## config.mk

```make
export PLATFORM = sky130hd
export DESIGN_NAME = image_sensor_pixel_port
export DESIGN_NICKNAME = d
export VERILOG_FILES = /design/src/rtl/image_sensor_pixel_port.v /design/src/rtl/serial_cfg_target.v
export VERILOG_INCLUDE_DIRS = /design/src /design/src/inc
export SDC_FILE = /design/constraint.sdc
export NUM_CORES = 1
export LEC_CHECK = 0
export BUFFER_PORTS_ARGS = -buffer_cell sky130_fd_sc_hd__buf_2
export CAP_MARGIN = 20
export CORE_ASPECT_RATIO = 0.5
export CORE_MARGIN = 2
export CORE_UTILIZATION = 30
export DETAILED_ROUTE_END_ITERATION = 8
export PLACE_DENSITY = 0.55
export SYNTH_ARGS = -nofsm -noshare
export SYNTH_HDL_FRONTEND = slang
export SYNTH_HIERARCHICAL = 1
export SYNTH_SLANG_ARGS = --single-unit
```

## constraint.sdc

```tcl
create_clock -name ref_clk -period 3.2 [get_ports ref_clk]
set_clock_uncertainty 0.2 [all_clocks]
set_input_delay 0.16 -clock ref_clk [delete_from_list [all_inputs] [get_ports ref_clk]]
set_output_delay 0.16 -clock ref_clk [all_outputs]
set_load 0.05 [all_outputs]
```

## src/inc/sensor_defs.vh

```
// constants shared by the pixel port and its serial configuration target
// assumes a 20 MHz reference clock and a byte-wide register space
`ifndef SENSOR_DEFS_VH
`define SENSOR_DEFS_VH

// ------------------------------------------------------------
// frame geometry
// ------------------------------------------------------------
`define FRAME_WIDTH       9'd400
`define FRAME_HEIGHT      9'd300
`define GEOM_W            9

// ------------------------------------------------------------
// configuration register indices and fields
// ------------------------------------------------------------
`define IDX_MODE          8'h01
`define IDX_HBLANK_HI     8'h20
`define IDX_HBLANK_LO     8'h21
`define IDX_VBLANK_HI     8'h22
`define IDX_VBLANK_LO     8'h23
`define MODE_RESET        8'h04
`define MODE_GATE_BIT     3
`define HBLANK_RESET      16'h0010
`define VBLANK_RESET      16'h0004
`define BLANK_W           16

// ------------------------------------------------------------
// serial target
// ------------------------------------------------------------
`define TARGET_ADDR       7'h21
`define BIT_LAST          3'd7
`define BYTE_W            8

`endif

```

## src/rtl/image_sensor_pixel_port.v

```verilog
// pixel output port of the colour sensor: frame start, line valid, pixel bus
// assumes ref_clk is the master clock and adc_sample carries digitised pixels
//
// Summary of operation
// - enable high runs normally; enable low freezes all sensor timing
// - all timing runs from ref_clk; host keeps it at or under 20 MHz
// - reset input low means reset asserted, high means released
// - frame-start pulses at each frame start, its length programmable
// - line-valid high only while pixel bus is valid; blanking programmable
// - pixel is eight bits, bit 7 most and bit 0 least significant
// - host clocks the two-wire bus; device is target, pulls data low
// - gate option makes line-valid the AND of inverted pixel clock and valid
// - outputs change after the rising clock edge; host samples on falling
`timescale 1ns/1ps
`include "sensor_defs.vh"

module image_sensor_pixel_port (
  input  wire       ref_clk,
  input  wire       resetn,
  input  wire       sensor_enable,
  input  wire [7:0] adc_sample,
  output reg  [7:0] pixel_bus,
  output reg        frame_start,
  output wire       line_valid_out,
  input  wire       scl_in,
  input  wire       sda_in,
  output wire       sda_out,
  output wire       sda_oe_n
);

  localparam [2:0] ST_FRAME  = 3'b001;
  localparam [2:0] ST_HBLANK = 3'b010;
  localparam [2:0] ST_ACTIVE = 3'b100;

  // ------------------------------------------------------------
  // configuration state
  // ------------------------------------------------------------
  reg  [7:0]          mode;
  reg  [`BLANK_W-1:0] h_blank;
  reg  [`BLANK_W-1:0] v_blank;
  reg  [7:0]          rd_data;
  wire                wr_en;
  wire [7:0]          reg_index;
  wire [7:0]          wr_data;

  // ------------------------------------------------------------
  // timing state
  // ------------------------------------------------------------
  reg  [2:0]          state;
  reg  [2:0]          next_state;
  reg  [`BLANK_W-1:0] cnt;
  reg  [`BLANK_W-1:0] next_cnt;
  reg  [`GEOM_W-1:0]  col;
  reg  [`GEOM_W-1:0]  next_col;
  reg  [`GEOM_W-1:0]  row;
  reg  [`GEOM_W-1:0]  next_row;
  reg                 pclk;
  reg                 data_valid;
  wire                tick;

  // true on the last count of a blanking span; zero length acts as one
  function last_count;
    input [`BLANK_W-1:0] count;
    input [`BLANK_W-1:0] limit;
    begin
      last_count = (limit == {`BLANK_W{1'b0}}) || (count >= limit - 16'h0001);
    end
  endfunction

  serial_cfg_target u_cfg (
    .ref_clk   (ref_clk),
    .resetn    (resetn),
    .scl_in    (scl_in),
    .sda_in    (sda_in),
    .sda_out   (sda_out),
    .sda_oe_n  (sda_oe_n),
    .wr_en     (wr_en),
    .reg_index (reg_index),
    .wr_data   (wr_data),
    .rd_data   (rd_data)
  );

  // ------------------------------------------------------------
  // register writes; config survives enable low so setup can precede run
  // ------------------------------------------------------------
  always @(posedge ref_clk) begin
    if (!resetn) begin
      mode    <= `MODE_RESET;
      h_blank <= `HBLANK_RESET;
      v_blank <= `VBLANK_RESET;
    end else if (wr_en) begin
      case (reg_index)
        `IDX_MODE:      mode          <= wr_data;
        `IDX_HBLANK_HI: h_blank[15:8] <= wr_data;
        `IDX_HBLANK_LO: h_blank[7:0]  <= wr_data;
        `IDX_VBLANK_HI: v_blank[15:8] <= wr_data;
        `IDX_VBLANK_LO: v_blank[7:0]  <= wr_data;
        default:        mode          <= mode;
      endcase
    end
  end

  // read mux; unknown indices read zero
  always @* begin
    case (reg_index)
      `IDX_MODE:      rd_data = mode;
      `IDX_HBLANK_HI: rd_data = h_blank[15:8];
      `IDX_HBLANK_LO: rd_data = h_blank[7:0];
      `IDX_VBLANK_HI: rd_data = v_blank[15:8];
      `IDX_VBLANK_LO: rd_data = v_blank[7:0];
      default:        rd_data = 8'h00;
    endcase
  end

  // ------------------------------------------------------------
  // internal pixel clock: half of ref_clk, stalled when disabled
  // ------------------------------------------------------------
  always @(posedge ref_clk) begin
    if (!resetn) begin
      pclk <= 1'b0;
    end else if (sensor_enable) begin
      pclk <= ~pclk;
    end
  end

  // a pixel step happens once per internal pixel clock period
  assign tick = sensor_enable & pclk;

  // ------------------------------------------------------------
  // frame sequencer: frame blank, then line blank and active per row
  // ------------------------------------------------------------
  always @* begin
    next_state = state;
    next_cnt   = cnt;
    next_col   = col;
    next_row   = row;
    if (tick) begin
      case (state)
        ST_FRAME: begin
          next_cnt = cnt + 16'h0001;
          if (last_count(cnt, v_blank)) begin
            next_state = ST_HBLANK;
            next_cnt   = {`BLANK_W{1'b0}};
            next_row   = {`GEOM_W{1'b0}};
          end
        end
        ST_HBLANK: begin
          next_cnt = cnt + 16'h0001;
          if (last_count(cnt, h_blank)) begin
            next_state = ST_ACTIVE;
            next_cnt   = {`BLANK_W{1'b0}};
            next_col   = {`GEOM_W{1'b0}};
          end
        end
        ST_ACTIVE: begin
          next_col = col + 9'd1;
          if (col == `FRAME_WIDTH - 9'd1) begin
            next_row = row + 9'd1;
            if (row == `FRAME_HEIGHT - 9'd1) begin
              next_state = ST_FRAME;
            end else begin
              next_state = ST_HBLANK;
            end
          end
        end
        default: next_state = ST_FRAME;
      endcase
    end
  end

  // state and outputs all move on the rising edge
  always @(posedge ref_clk) begin
    if (!resetn) begin
      // park on the last pixel so the first step opens a full-length frame blank
      state       <= ST_ACTIVE;
      cnt         <= {`BLANK_W{1'b0}};
      col         <= `FRAME_WIDTH - 9'd1;
      row         <= `FRAME_HEIGHT - 9'd1;
      frame_start <= 1'b0;
      data_valid  <= 1'b0;
      pixel_bus   <= 8'h00;
    end else begin
      state <= next_state;
      cnt   <= next_cnt;
      col   <= next_col;
      row   <= next_row;
      if (tick) begin
        frame_start <= (next_state == ST_FRAME);
        data_valid  <= (next_state == ST_ACTIVE);
        // bus holds the last pixel during blanking; only valid-flagged data counts
        if (next_state == ST_ACTIVE) begin
          pixel_bus <= adc_sample;
        end
      end
    end
  end

  // gated form doubles as a strobe: high in the first half of each pixel
  assign line_valid_out = mode[`MODE_GATE_BIT] ? (data_valid & ~pclk) : data_valid;

endmodule // image_sensor_pixel_port

```

## src/rtl/serial_cfg_target.v

```verilog
// two-wire configuration target: address, register index, data bytes
// assumes scl/sda are sampled on ref_clk, far slower than the clock
`timescale 1ns/1ps
`include "sensor_defs.vh"

module serial_cfg_target (
  input  wire       ref_clk,
  input  wire       resetn,
  input  wire       scl_in,
  input  wire       sda_in,
  output wire       sda_out,
  output reg        sda_oe_n,
  output reg        wr_en,
  output reg  [7:0] reg_index,
  output reg  [7:0] wr_data,
  input  wire [7:0] rd_data
);

  localparam [4:0] ST_IDLE = 5'h01;
  localparam [4:0] ST_ADDR = 5'h02;
  localparam [4:0] ST_ACK  = 5'h04;
  localparam [4:0] ST_RX   = 5'h08;
  localparam [4:0] ST_TX   = 5'h10;

  reg [4:0] state;
  reg       scl_d;
  reg       sda_d;
  reg [2:0] bit_cnt;
  reg [7:0] shift;
  reg       is_read;
  reg       have_index;
  reg       ack_owed;
  reg       tx_lead;

  wire scl_rise = scl_in & ~scl_d;
  wire scl_fall = ~scl_in & scl_d;
  wire start_c  = scl_in & scl_d & sda_d & ~sda_in;
  wire stop_c   = scl_in & scl_d & ~sda_d & sda_in;

  // the pad is only ever pulled low; release lets the bus pull-up win
  assign sda_out = 1'b0;

  // ------------------------------------------------------------
  // bit engine: shift in on scl rise, drive on scl fall
  // ------------------------------------------------------------
  always @(posedge ref_clk) begin
    scl_d <= scl_in;
    sda_d <= sda_in;
    wr_en <= 1'b0;
    if (!resetn) begin
      state      <= ST_IDLE;
      sda_oe_n   <= 1'b1;
      bit_cnt    <= 3'd0;
      shift      <= 8'h00;
      is_read    <= 1'b0;
      have_index <= 1'b0;
      ack_owed   <= 1'b0;
      tx_lead    <= 1'b0;
      reg_index  <= 8'h00;
      wr_data    <= 8'h00;
    end else if (start_c) begin
      state      <= ST_ADDR;
      bit_cnt    <= 3'd0;
      have_index <= 1'b0;
      sda_oe_n   <= 1'b1;
    end else if (stop_c) begin
      state    <= ST_IDLE;
      sda_oe_n <= 1'b1;
    end else begin
      case (state)
        ST_IDLE: sda_oe_n <= 1'b1;
        ST_ADDR, ST_RX: begin
          if (scl_rise) begin
            shift   <= {shift[6:0], sda_in};
            bit_cnt <= bit_cnt + 3'd1;
            if (bit_cnt == `BIT_LAST) begin
              state <= ST_ACK;
              if (state == ST_ADDR) begin
                ack_owed <= (shift[6:0] == `TARGET_ADDR);
                is_read  <= sda_in;
              end else begin
                ack_owed <= 1'b1;
                if (have_index) begin
                  wr_en     <= 1'b1;
                  wr_data   <= {shift[6:0], sda_in};
                end else begin
                  reg_index  <= {shift[6:0], sda_in};
                  have_index <= 1'b1;
                end
              end
            end
          end
        end
        ST_ACK: begin
          // acknowledge slot: pull low during the ninth clock
          if (scl_fall) begin
            if (sda_oe_n) begin
              sda_oe_n <= ~ack_owed;
              if (!ack_owed) state <= ST_IDLE;
            end else begin
              sda_oe_n <= 1'b1;
              bit_cnt  <= 3'd0;
              if (is_read) begin
                state    <= ST_TX;
                shift    <= rd_data;
                sda_oe_n <= rd_data[7];
              end else begin
                state <= ST_RX;
              end
              if (have_index && wr_en == 1'b0 && is_read == 1'b0) reg_index <= reg_index;
            end
          end
          if (wr_en) reg_index <= reg_index + 8'h01;
        end
        ST_TX: begin
          if (scl_fall) begin
            if (tx_lead) begin
              // follow-on byte: its top bit goes out on the first fall
              tx_lead  <= 1'b0;
              sda_oe_n <= shift[7];
            end else if (bit_cnt == `BIT_LAST) begin
              // release for the master ack bit, then the next byte
              sda_oe_n  <= 1'b1;
              reg_index <= reg_index + 8'h01;
              state     <= ST_RX;
              bit_cnt   <= 3'd0;
              ack_owed  <= 1'b0;
            end else begin
              bit_cnt  <= bit_cnt + 3'd1;
              shift    <= {shift[6:0], 1'b0};
              sda_oe_n <= shift[6];
            end
          end
        end
        default: state <= ST_IDLE;
      endcase
      // master ack after a read byte: nack ends, ack sends the next byte
      if (state == ST_RX && is_read && scl_rise) begin
        if (sda_in) state <= ST_IDLE;
        else begin
          state    <= ST_TX;
          shift    <= rd_data;
          bit_cnt  <= 3'd0;
          tx_lead  <= 1'b1;
        end
      end
    end
  end

endmodule // serial_cfg_target

```

==> results of run 1 <==
## final cells by class
| class | instances | area, um^2 |
|---|---|---|
| Multi-Input combinational cell | 731 | 5060 |
| Inverter | 14 | 52.6 |
| Clock inverter | 14 | 191 |
| Clock buffer | 17 | 425 |
| Tap cell | 344 | 430 |
| Timing Repair Buffer | 99 | 792 |
| Sequential cell | 128 | 2570 |
| Fill cell | 2544 | 15500 |
## routing by layer
| metal | up-vias | part of all wire | track usage |
|---|---|---|---|
| li1 | 3483 | - | - |
| met1 | 3407 | 0.49 | 0.231 |
| met2 | 158 | 0.45 | 0.270 |
| met3 | 28 | 0.043 | 0.0320 |
| met4 | 0 | 0.015 | 0.0519 |
| met5 | - | 0 | 0 |
## critical path, delay by kind of cell (launching register included)
kind | cells | cell delay [ps]
adder cells (fa/ha/maj) | 1 | 320
XOR/XNOR | 1 | 120
AND/OR/NAND/NOR | 6 | 1670
AO/OA/AOI/OAI | 4 | 480
buffers and inverters | 1 | 150
flip-flops | 1 | 320
## kinds of logic after synthesis
family / Yosys count
XOR/XNOR: 48
multiplexers: 49
flip-flops: 128
buffers and inverters: 59
AO/OA/AOI/OAI: 193
adder cells (fa/ha/maj): 43
AND/OR/NAND/NOR: 397
other: 1
## worst max-delay path by stage
| stage | cells past startpoint | endpoint |
|---|---|---|
| floorplan | 12 | col[3] |
| finish | 13 | state[1] |
| detailed placement | 12 | row[6] |
| CTS | 12 | cnt[2] |
| global placement | 13 | cnt[1] |
| global route | 14 | cnt[11] |
## stage by stage
stage	instance area [um^2]	setup slack [ps]
floorplan	7640	9.86
global placement	8420	-85.9
detailed placement	8420	-173
CTS	9340	-109
global route	9520	-236
finish	9520	-142
## synthesized netlist by cell type, types with 3 or more instances
master	n	area, um^2
nand3_1	44	220
and3_1	10	62.6
dfxtp_1	128	2560
o31ai_1	6	45.0
a31oi_1	10	62.6
nor3_1	35	175
o31a_1	3	26.3
a21oi_1	58	290
nor2b_1	8	50.1
o21ai_1	3	15.0
inv_1	13	48.8
nor4b_1	5	43.8
xnor2_1	26	228
nand4_1	10	62.6
buf_2	12	60.1
a22oi_1	8	60.1
xor2_1	21	184
nand2b_1	11	68.8
mux2i_1	43	430
ha_1	43	538
nor4_1	13	81.3
o311ai_0	3	26.3
clkbuf_1	25	93.8
mux2_2	6	67.6
a222oi_1	7	70.1
a221o_1	9	90.1
o21ai_0	49	245
o211ai_1	6	45.0
nor2_1	112	420
buf_6	3	33.8
nand2_1	108	405
or4_1	6	45.0
o22ai_1	4	25.0
buf_4	5	37.5
or3_1	8	50.1
## power by group through the flow
| stage | logic, mW | registers [mW] | clock network [mW] |
|---|---|---|---|
| after detailed placement | 0.326 | 1.69 | 0 |
| after global routing | 0.404 | 1.66 | 2.17 |
| after CTS | 0.359 | 1.66 | 2.11 |
| after global placement | 0.320 | 1.69 | 0 |
| after floorplan | 0.233 | 1.69 | 0 |
| final | 0.366 | 1.66 | 2.07 |
## registers in the layout, indices dropped and copies added, names as in the netlist, 3 cells and up
signal,flops
cnt,16
h_blank,16
v_blank,16
col,9
row,9
mode,8
pixel_bus,8
u_cfg/reg_index,8
u_cfg/shift,8
u_cfg/wr_data,8
u_cfg/state,5
state,3
u_cfg/bit_cnt,3
## what timing repair did
| item | 4_1_cts | 5_1_grt |
|---|---|---|
| gates cloned | 1 | 0 |
| gates resized for setup | 35 | 39 |
| setup buffers | 3 | 3 |
| endpoints found under the hold margin | 22 | 0 |
| pin swaps | 24 | 24 |
| endpoints found under the setup margin | 43 | 47 |
| hold buffers | 13 | 0 |
## placed cells by master (no fill, tap or decap), types with 5 or more instances in the layout
| cell type | n |
|---|---|
| nand4_1 | 10 |
| nor2_1 | 103 |
| nor2b_1 | 7 |
| clkbuf_16 | 18 |
| ha_1 | 43 |
| a21oi_2 | 7 |
| mux2i_1 | 42 |
| xor2_1 | 20 |
| mux2_2 | 6 |
| nor3_2 | 5 |
| or3_1 | 8 |
| nand3_1 | 42 |
| o21ai_1 | 6 |
| inv_1 | 13 |
| a21oi_1 | 51 |
| nor3_1 | 32 |
| o211ai_1 | 6 |
| o21ai_0 | 42 |
| buf_4 | 54 |
| buf_2 | 23 |
| nor4_1 | 7 |
| dfxtp_1 | 125 |
| nand2b_1 | 11 |
| a222oi_1 | 7 |
| nor4_4 | 5 |
| nand2_1 | 100 |
| nor4b_1 | 5 |
| nand2_2 | 5 |
| buf_6 | 5 |
| a31oi_1 | 9 |
| dlygate4sd3_1 | 13 |
| xnor2_1 | 25 |
| and3_1 | 10 |
| nor2_2 | 7 |
| a22oi_1 | 8 |
| a221o_1 | 9 |
==> summary.txt, run 1 <==
Flow run
  – Max cap viols: 0

Min path
  – Hold Path End: u_cfg/state[2]
  – WHS Path Cells: 3
  – Hold Path Class: primary input to flip-flop
  – Hold_sp: resetn

Yosys
  – Netlist Area Pre-Place: 7570 um^2
  – Post-synth cell types: 81
  – Post-Synth Simple-Gate Area: 0.258
  – Synth Register Bits: 128
  – Post-synthesis adder-cell area fraction: 0.0711
  – Synth Area in XOR/XNOR: 0.0565
  – Mux contribution to synthesized area: 0.0658
  – Largest family of logic cells by synthesized area: simple AND/OR/NAND/NOR gates
  – Number of enable flip-flop cells after synthesis: 0
  – Most used flip-flop cell after synthesis: dfxtp_1
  – Syn Inst Count: 918
  – Yosys warns: 6
  – Syn Nets: 974
  – Async set or reset register ratio after synthesis: 0
  – Syn Area/Cell: 8.25 um^2
  – Register area share after synthesis: 0.339
  – Synth Area in Compound Gates: 0.173

Global routing
  – Gr usage total: 0.168
  – Total congestion overflow: 0
  – Initial antenna violation count: 0
  – First-pass GRT wire length: 35600 um
  – Vias in the first global route: 6576
  – Largest net degree at the start of global routing: 38

Power
  – Tot Pwr: 4.09 mW
  – Switching Fraction: 0.255
  – Comb pwr share: 0.089
  – Worst VDD drop: 359 uV
  – Switch Pwr: 1.04 mW
  – Power share of the clock group: 0.505
  – Share of power burned in registers: 0.405
  – Cell-internal power: 3.05 mW
  – Pleak: 3.48 nW
  – PD cells: 430 nW/um^2

Clock tree
  – Max Buffers Root-to-Sink: 2
  – Htree depth: 4
  – CTS tree: built
  – CTS Sinks: 128
  – CTS root buf: clkbuf_16
  – Worst-skew pair later-pin latency: 430 ps
  – CTS clk-pin slew, worst paths: 60 ps
  – Num CTS Buffers: 17

Timing
  – Setup_tns: -2500 ps
  – RSZ-0062 raised after global routing: true
  – Count of final setup violators: 35
  – Final Max Tran Viols: 0
  – Worst Tran Pin Value: 746 ps
  – Slew Limit Headroom: 0.497
  – Endpoints failing hold: 0
  – Hold slack: 27.5 ps
  – Max Freq: 299 MHz
  – Final worst slack: -142 ps
  – Tcrit/Tclk final: 1.04
  – Clock period minus worst slack: 3340 ps

Floorplanning
  – Die Ht: 116 um
  – Initial Utilization: 0.303
  – Die width: 229 um
  – Core area: 25000 um^2
  – # IOs: 25
  – Rows: 41
  – Die ar.: 26600 um^2

Status
  – Outcome: complete, but fails checks
  – Violated checks: setup timing

Critical path
  – Slowest cell on the critical path: or4_4
  – Max incr delay on CP: 530 ps
  – Reg-to-reg endpoint: state[1]
  – Setup crit start kind: flip-flop
  – Crit path capture type: flip-flop
  – R2r setup slk: -140 ps
  – Crit Path Category: flip-flop to flip-flop
  – Critical R2R Launch: v_blank[4]
  – Cell Chain, Critical Path: or4_4 > or2_4 > nor4_4 > xnor2_1 > ha_1 > nand4_1 > nor2_4 > a31oi_4 > o211ai_4 > buf_6 > a31oi_1 > or3_1 > a21oi_2
  – CP startpoint: v_blank[4]
  – Reg2reg path depth: 13
  – Critical Path AT: 3490 ps
  – Critical Path Fanout Max: 4
  – Req. time, crit path: 3350 ps

Cells and area
  – Layout cell share with drive strength beyond 1: 0.203
  – Layout area overhead: 25.7%
  – Fin cells: 1347
  – Final Util: 0.381
  – N_diodes: 0
  – Nets: 1047

Place
  – I/O Buffers: 23
  – Half-perimeter wire length after placement: 15600 um
  – Placed insts: 1298
  – Placer Congestion: 0.836

Detailed routing
  – # DRC: 0
  – Initial detailed-routing violation count: 486
  – Wire per inst: 16.7 um
  – WL final: 22400 um
  – Via count: 7076
  – Routed vias/inst: 5.25
  – Detail Route Antenna Nets: 0
  – Pre-antenna DRT Iters: 5
Power figures use the tool's default switching activity.
==> inputs of run 2 (changes only) <==
--- a/config.mk
+++ b/config.mk
@@ -7,12 +7,14 @@
 export NUM_CORES = 1
 export LEC_CHECK = 0
 export BUFFER_PORTS_ARGS = -buffer_cell sky130_fd_sc_hd__buf_2
-export CAP_MARGIN = 20
+export CAP_MARGIN = 10
 export CORE_ASPECT_RATIO = 0.5
 export CORE_MARGIN = 2
 export CORE_UTILIZATION = 30
+export CTS_CLUSTER_DIAMETER = 120
 export DETAILED_ROUTE_END_ITERATION = 8
 export PLACE_DENSITY = 0.55
+export SETUP_SLACK_MARGIN = 0.3
 export SYNTH_ARGS = -nofsm -noshare
 export SYNTH_HDL_FRONTEND = slang
 export SYNTH_HIERARCHICAL = 1
==> summary.txt, run 2 (synthesized netlist as in run 1, its figures left out) <==
Clock tree
  – CTS root buf: clkbuf_16
  – Max Buffers Root-to-Sink: 2
  – Worst-skew pair later-pin latency: 430 ps
  – Htree depth: 4
  – CTS Sinks: 128
  – Num CTS Buffers: 17
  – CTS clk-pin slew, worst paths: 60 ps
  – CTS tree: built

Power
  – Pleak: 3.41 nW
  – PD cells: 430 nW/um^2
  – Power share of the clock group: 0.503
  – Comb pwr share: 0.085
  – Switch Pwr: 1.03 mW
  – Worst VDD drop: 302 uV
  – Cell-internal power: 3.01 mW
  – Switching Fraction: 0.255
  – Share of power burned in registers: 0.412

Detailed routing
  – Wire per inst: 16.4 um
  – Pre-antenna DRT Iters: 5
  – WL final: 22000 um
  – Detail Route Antenna Nets: 0
  – Initial detailed-routing violation count: 425
  – # DRC: 0
  – Via count: 7075
  – Routed vias/inst: 5.26

Flow run
  – Max cap viols: 0

Critical path
  – Critical R2R Launch: h_blank[4]
  – Reg2reg path depth: 14
  – Critical Path AT: 3410 ps
  – Reg-to-reg endpoint: pixel_bus[1]
  – Crit path capture type: flip-flop
  – Setup crit start kind: flip-flop
  – R2r setup slk: -90 ps
  – Crit Path Category: flip-flop to flip-flop
  – Req. time, crit path: 3320 ps
  – CP startpoint: h_blank[4]
  – Crit path to: pixel_bus[1]
  – Critical Path Fanout Max: 8

Timing
  – RSZ-0062 raised after global routing: true
  – Final worst slack: -87.6 ps
  – Clock period minus worst slack: 3290 ps
  – Max Freq: 304 MHz
  – Count of final setup violators: 31
  – Final Max Tran Viols: 0
  – Tcrit/Tclk final: 1.03
  – Worst Tran Pin Value: 790 ps
  – Endpoints failing hold: 0
  – Slew Limit Headroom: 0.468

Global routing
  – Total congestion overflow: 0
  – Vias in the first global route: 6472
  – Initial antenna violation count: 0
  – Gr usage total: 0.167
  – Largest net degree at the start of global routing: 38
  – First-pass GRT wire length: 35000 um

Place
  – I/O Buffers: 23
  – Half-perimeter wire length after placement: 15600 um
  – Placer Congestion: 0.881
  – DP Area: 8420 um^2
  – Pre-CTS WS: -144 ps

Floorplanning
  – Core area: 25000 um^2
  – Rows: 41
  – Die ar.: 26600 um^2
  – Die Ht: 116 um
  – Die width: 229 um
  – # IOs: 25
  – Initial Utilization: 0.303

Status
  – Violated checks: setup timing
  – Outcome: complete, but fails checks

Cells and area
  – Layout area overhead: 23.9%
  – Layout cell share with drive strength beyond 1: 0.195
  – Most frequent cells in the layout: dfxtp_1 (125), nand2_1 (102), nor2_1 (97), a21oi_1 (53), buf_4 (53)
  – Final Util: 0.375
  – Commonest non-fill, non-tap cell in the layout: dfxtp_1
  – Fill count: 2531
  – Top flop regs: cnt (16), h_blank (16), v_blank (16)
  – Final Cell Area: 9380 um^2
  – Nets: 1043
  – N_diodes: 0

Min path
  – Hold Path Class: flip-flop to flip-flop
## run 2: cell types whose count changed in the layout (fill, tap and decap cells not counted), sizes merged
cell / before / now
bufinv: 4 / 3
buf: 85 / 82
dlygate4sd3: 13 / 12
clkbuf: 18 / 19
a31oi: 11 / 12
## run 2: timing repair
| item | 4_1_cts | 5_1_grt |
|---|---|---|
| hold buffers | 12 | 0 |
| buffers inserted | 3 | 1 |
| cloned | 1 | 0 |
| hold endpoints to repair | 25 | 0 |
| endpoints found under the setup margin | 47 | 47 |
| resized for setup | 23 | 25 |
| pin swaps | 17 | 5 |
## run 2: worst min path at each step
stage               slack, ps            to  depth (start not counted)         start
floorplan                 -10   u_cfg/scl_d                          0        scl_in
global placement          160   u_cfg/scl_d                          1        scl_in
detailed placement        170   u_cfg/scl_d                          1        scl_in
CTS                       250   u_cfg/scl_d                          2        scl_in
global route              270  pixel_bus[3]                          2  pixel_bus[3]
finish                    260  pixel_bus[7]                          2  pixel_bus[7]
## run 2: layout make-up
cell class / count / area [um^2] / area share
Inverter: 14 / 52.6 / 0.00560
Clock buffer: 19 / 453 / 0.0483
Clock inverter: 13 / 161 / 0.0172
Sequential cell: 128 / 2570 / 0.274
Tap cell: 344 / 430 / 0.0459
Timing Repair Buffer: 94 / 718 / 0.0766
Multi-Input combinational cell: 732 / 5000 / 0.533
## run 2: per-stage QoR
step / power (mW) / setup TNS [ps] / cells / hold WS [ps]
2_1_floorplan: 1.93 / 0 / 918 / -12.3
3_3_place_gp: 2.01 / -1020 / 1295 / 160
3_5_place_dp: 2.02 / -2480 / 1295 / 166
4_1_cts: 4.07 / -1880 / 1343 / 249
5_1_grt: 4.19 / -8220 / 1344 / 271
6_report: 4.04 / -1820 / 1344 / 258
## run 2: worst max-delay path, cell delays in order, from the launching register on
cell	delay [ps]
dfxtp_2	310
or3_4	390
nor4_4	200
nand2_2	140
nor2_4	120
xnor2_2	120
ha_1	280
a21oi_2	160
o21a_1	140
nor2_1	50
a211o_4	350
o311ai_4	320
nand2_4	110
buf_12	170
mux2i_1	120
## run 2: routing by layer
layer,track usage,vias up,share of wire
met5,0,-,0
met4,0.0636,0,0.018
met3,0.0283,28,0.035
met2,0.270,148,0.46
met1,0.225,3430,0.49
li1,-,3469,-
## run 2: power groups by stage
stage / Clock (mW) / Sequential [mW] / Combinational (mW)
after floorplan: 0 / 1.69 / 0.234
after global placement: 0 / 1.70 / 0.314
after detailed placement: 0 / 1.70 / 0.319
after CTS: 2.07 / 1.66 / 0.337
after global routing: 2.14 / 1.67 / 0.376
final: 2.03 / 1.66 / 0.342
==> inputs of run 3 (changes only) <==
--- a/config.mk
+++ b/config.mk
@@ -13,7 +13,7 @@
 export CORE_UTILIZATION = 30
 export CTS_CLUSTER_DIAMETER = 120
 export DETAILED_ROUTE_END_ITERATION = 8
-export PLACE_DENSITY = 0.55
+export PLACE_DENSITY = 0.46
 export SETUP_SLACK_MARGIN = 0.3
 export SYNTH_ARGS = -nofsm -noshare
 export SYNTH_HDL_FRONTEND = slang
==> summary.txt, run 3 (synthesized netlist as in run 1, its figures left out) <==
Detailed routing
  – # DRC: 0
  – Met2 WL: 9900 um
  – Via count: 6984
  – WL final: 22300 um
  – Initial detailed-routing violation count: 494
  – Routed vias/inst: 5.17
  – Detail Route Antenna Nets: 0
  – Met3 routed WL: 781 um
  – Max layer used: met4
  – Wire per inst: 16.5 um
  – Pre-antenna DRT Iters: 5
  – Post-Route M1 WL: 11200 um

Power
  – Worst VDD drop: 363 uV
  – Switch Pwr: 0.990 mW
  – Cell-internal power: 2.97 mW
  – Switching Fraction: 0.250
  – Share of power burned in registers: 0.420
  – Pleak: 3.48 nW
  – Comb pwr share: 0.091
  – Power share of the clock group: 0.489
  – PD cells: 422 nW/um^2

Clock tree
  – CTS tree: built
  – CTS clk-pin slew, worst paths: 60 ps
  – CTS Sinks: 128
  – Worst-skew pair later-pin latency: 430 ps
  – Max Buffers Root-to-Sink: 2
  – CTS root buf: clkbuf_16
  – Num CTS Buffers: 17
  – Htree depth: 4

Critical path
  – Req. time, crit path: 3280 ps
  – Crit path capture type: flip-flop
  – Critical Path AT: 3470 ps
  – Crit Path Category: flip-flop to flip-flop
  – Setup crit start kind: flip-flop
  – Critical Path Fanout Max: 5

Cells and area
  – N_diodes: 0
  – Final Util: 0.376
  – Layout area overhead: 24.0%
  – Most frequent cells in the layout: dfxtp_1 (125), nand2_1 (101), nor2_1 (101), buf_4 (59), a21oi_1 (56)
  – Layout cell share with drive strength beyond 1: 0.191
  – Fin cells: 1351
  – Commonest non-fill, non-tap cell in the layout: dfxtp_1
  – Top flop regs: cnt (16), h_blank (16), v_blank (16)
  – Fill count: 2615
  – Nets: 1053

Floorplanning
  – Core area: 25000 um^2
  – Rows: 41
  – Initial Utilization: 0.303
  – Die width: 229 um
  – Die Ht: 116 um
  – Die ar.: 26600 um^2
  – # IOs: 25

Flow run
  – Max cap viols: 0

Status
  – Violated checks: setup timing
  – Outcome: complete, but fails checks

Timing
  – RSZ-0062 raised after global routing: true
  – Worst Tran Pin Value: 694 ps
  – Final Max Tran Viols: 0
  – Slew Limit Headroom: 0.533
  – Setup_tns: -3930 ps
  – Count of final setup violators: 42
  – Max Freq: 295 MHz
  – Final worst slack: -193 ps
  – Endpoints failing hold: 0
  – Tcrit/Tclk final: 1.06
  – Hold slack: 253 ps
  – Clock period minus worst slack: 3390 ps

Global routing
  – Total congestion overflow: 0
  – Vias in the first global route: 6609
  – Largest net degree at the start of global routing: 51
  – First-pass GRT wire length: 36100 um
  – Initial antenna violation count: 0
  – Gr usage total: 0.173

Place
  – I/O Buffers: 23
  – Placer Congestion: 0.836
  – Pre-CTS WS: -177 ps
  – Half-perimeter wire length after placement: 16300 um
  – Placed insts: 1301

Min path
  – Hold Path Class: flip-flop to flip-flop
run 3: changes by cell type in the layout (fill, tap and decap cells not counted), moves of 3 or more:
cell        delta
buf_4          +6
clkinvlp_4     -4
nor2_1         +4
nor2_2         -4
a21oi_1        +3
a21oi_2        -3
buf_6          +3
o21ai_2        +3
run 3: path summary, 6_finish.rpt:
check / start / endpoint / slack, ps / depth (start not counted)
worst max-delay path: v_blank[7] / row[5] / -190 / 14
worst min-delay path: pixel_bus[3] / pixel_bus[3] / 250 / 2
worst max register to register: v_blank[7] / row[5] / -190 / 14
worst min register to register: pixel_bus[3] / pixel_bus[3] / 250 / 2
run 3: stage by stage:
stage               cell area (um^2)  total power [mW]
global placement                8480              2.03
CTS                             9310              4.00
finish                          9390              3.96
floorplan                       7660              1.93
global route                    9390              4.12
detailed placement              8480              2.02
run 3: power groups by stage:
stage	logic [mW]	registers (mW)	clock network, mW
4_1_cts	0.358	1.66	1.98
6_report	0.360	1.66	1.93
5_1_grt	0.399	1.67	2.06
3_5_place_dp	0.330	1.69	0
3_3_place_gp	0.331	1.69	0
2_1_floorplan	0.234	1.69	0
run 3: metal layers:
| layer | vias up | GRT usage |
|---|---|---|
| met5 | - | 0 |
| met4 | 0 | 0.0606 |
| met3 | 25 | 0.0344 |
| met2 | 130 | 0.276 |
| met1 | 3334 | 0.236 |
| li1 | 3495 | - |
run 3: repair_timing:
| item | CTS | global route |
|---|---|---|
| gates cloned | 1 | 0 |
| hold buffers | 12 | 0 |
| setup buffers | 7 | 1 |
| resized for setup | 21 | 19 |
| setup endpoints to repair | 47 | 47 |
| pin swaps | 12 | 12 |
| endpoints found under the hold margin | 19 | 0 |
run 3: worst max-delay path, stage by stage (launching register included):
cell,delay (ps)
dfxtp_2,320
or4_4,550
or2_4,280
nor4_4,150
xnor2_1,130
ha_1,340
nand4_1,130
nor2_2,220
a31oi_4,130
o211ai_4,170
a31oi_4,140
buf_6,150
buf_16,130
o21ai_2,100
o211ai_1,90
run 3: layout make-up:
type,count,area [um^2],area share
clock buffer,22,484,0.0516
clock inverter,7,85.1,0.00906
inverter,14,52.6,0.00560
multi-input combinational,731,4920,0.525
sequential,128,2570,0.273
tap,344,430,0.0458
timing repair buffer,105,845,0.0900
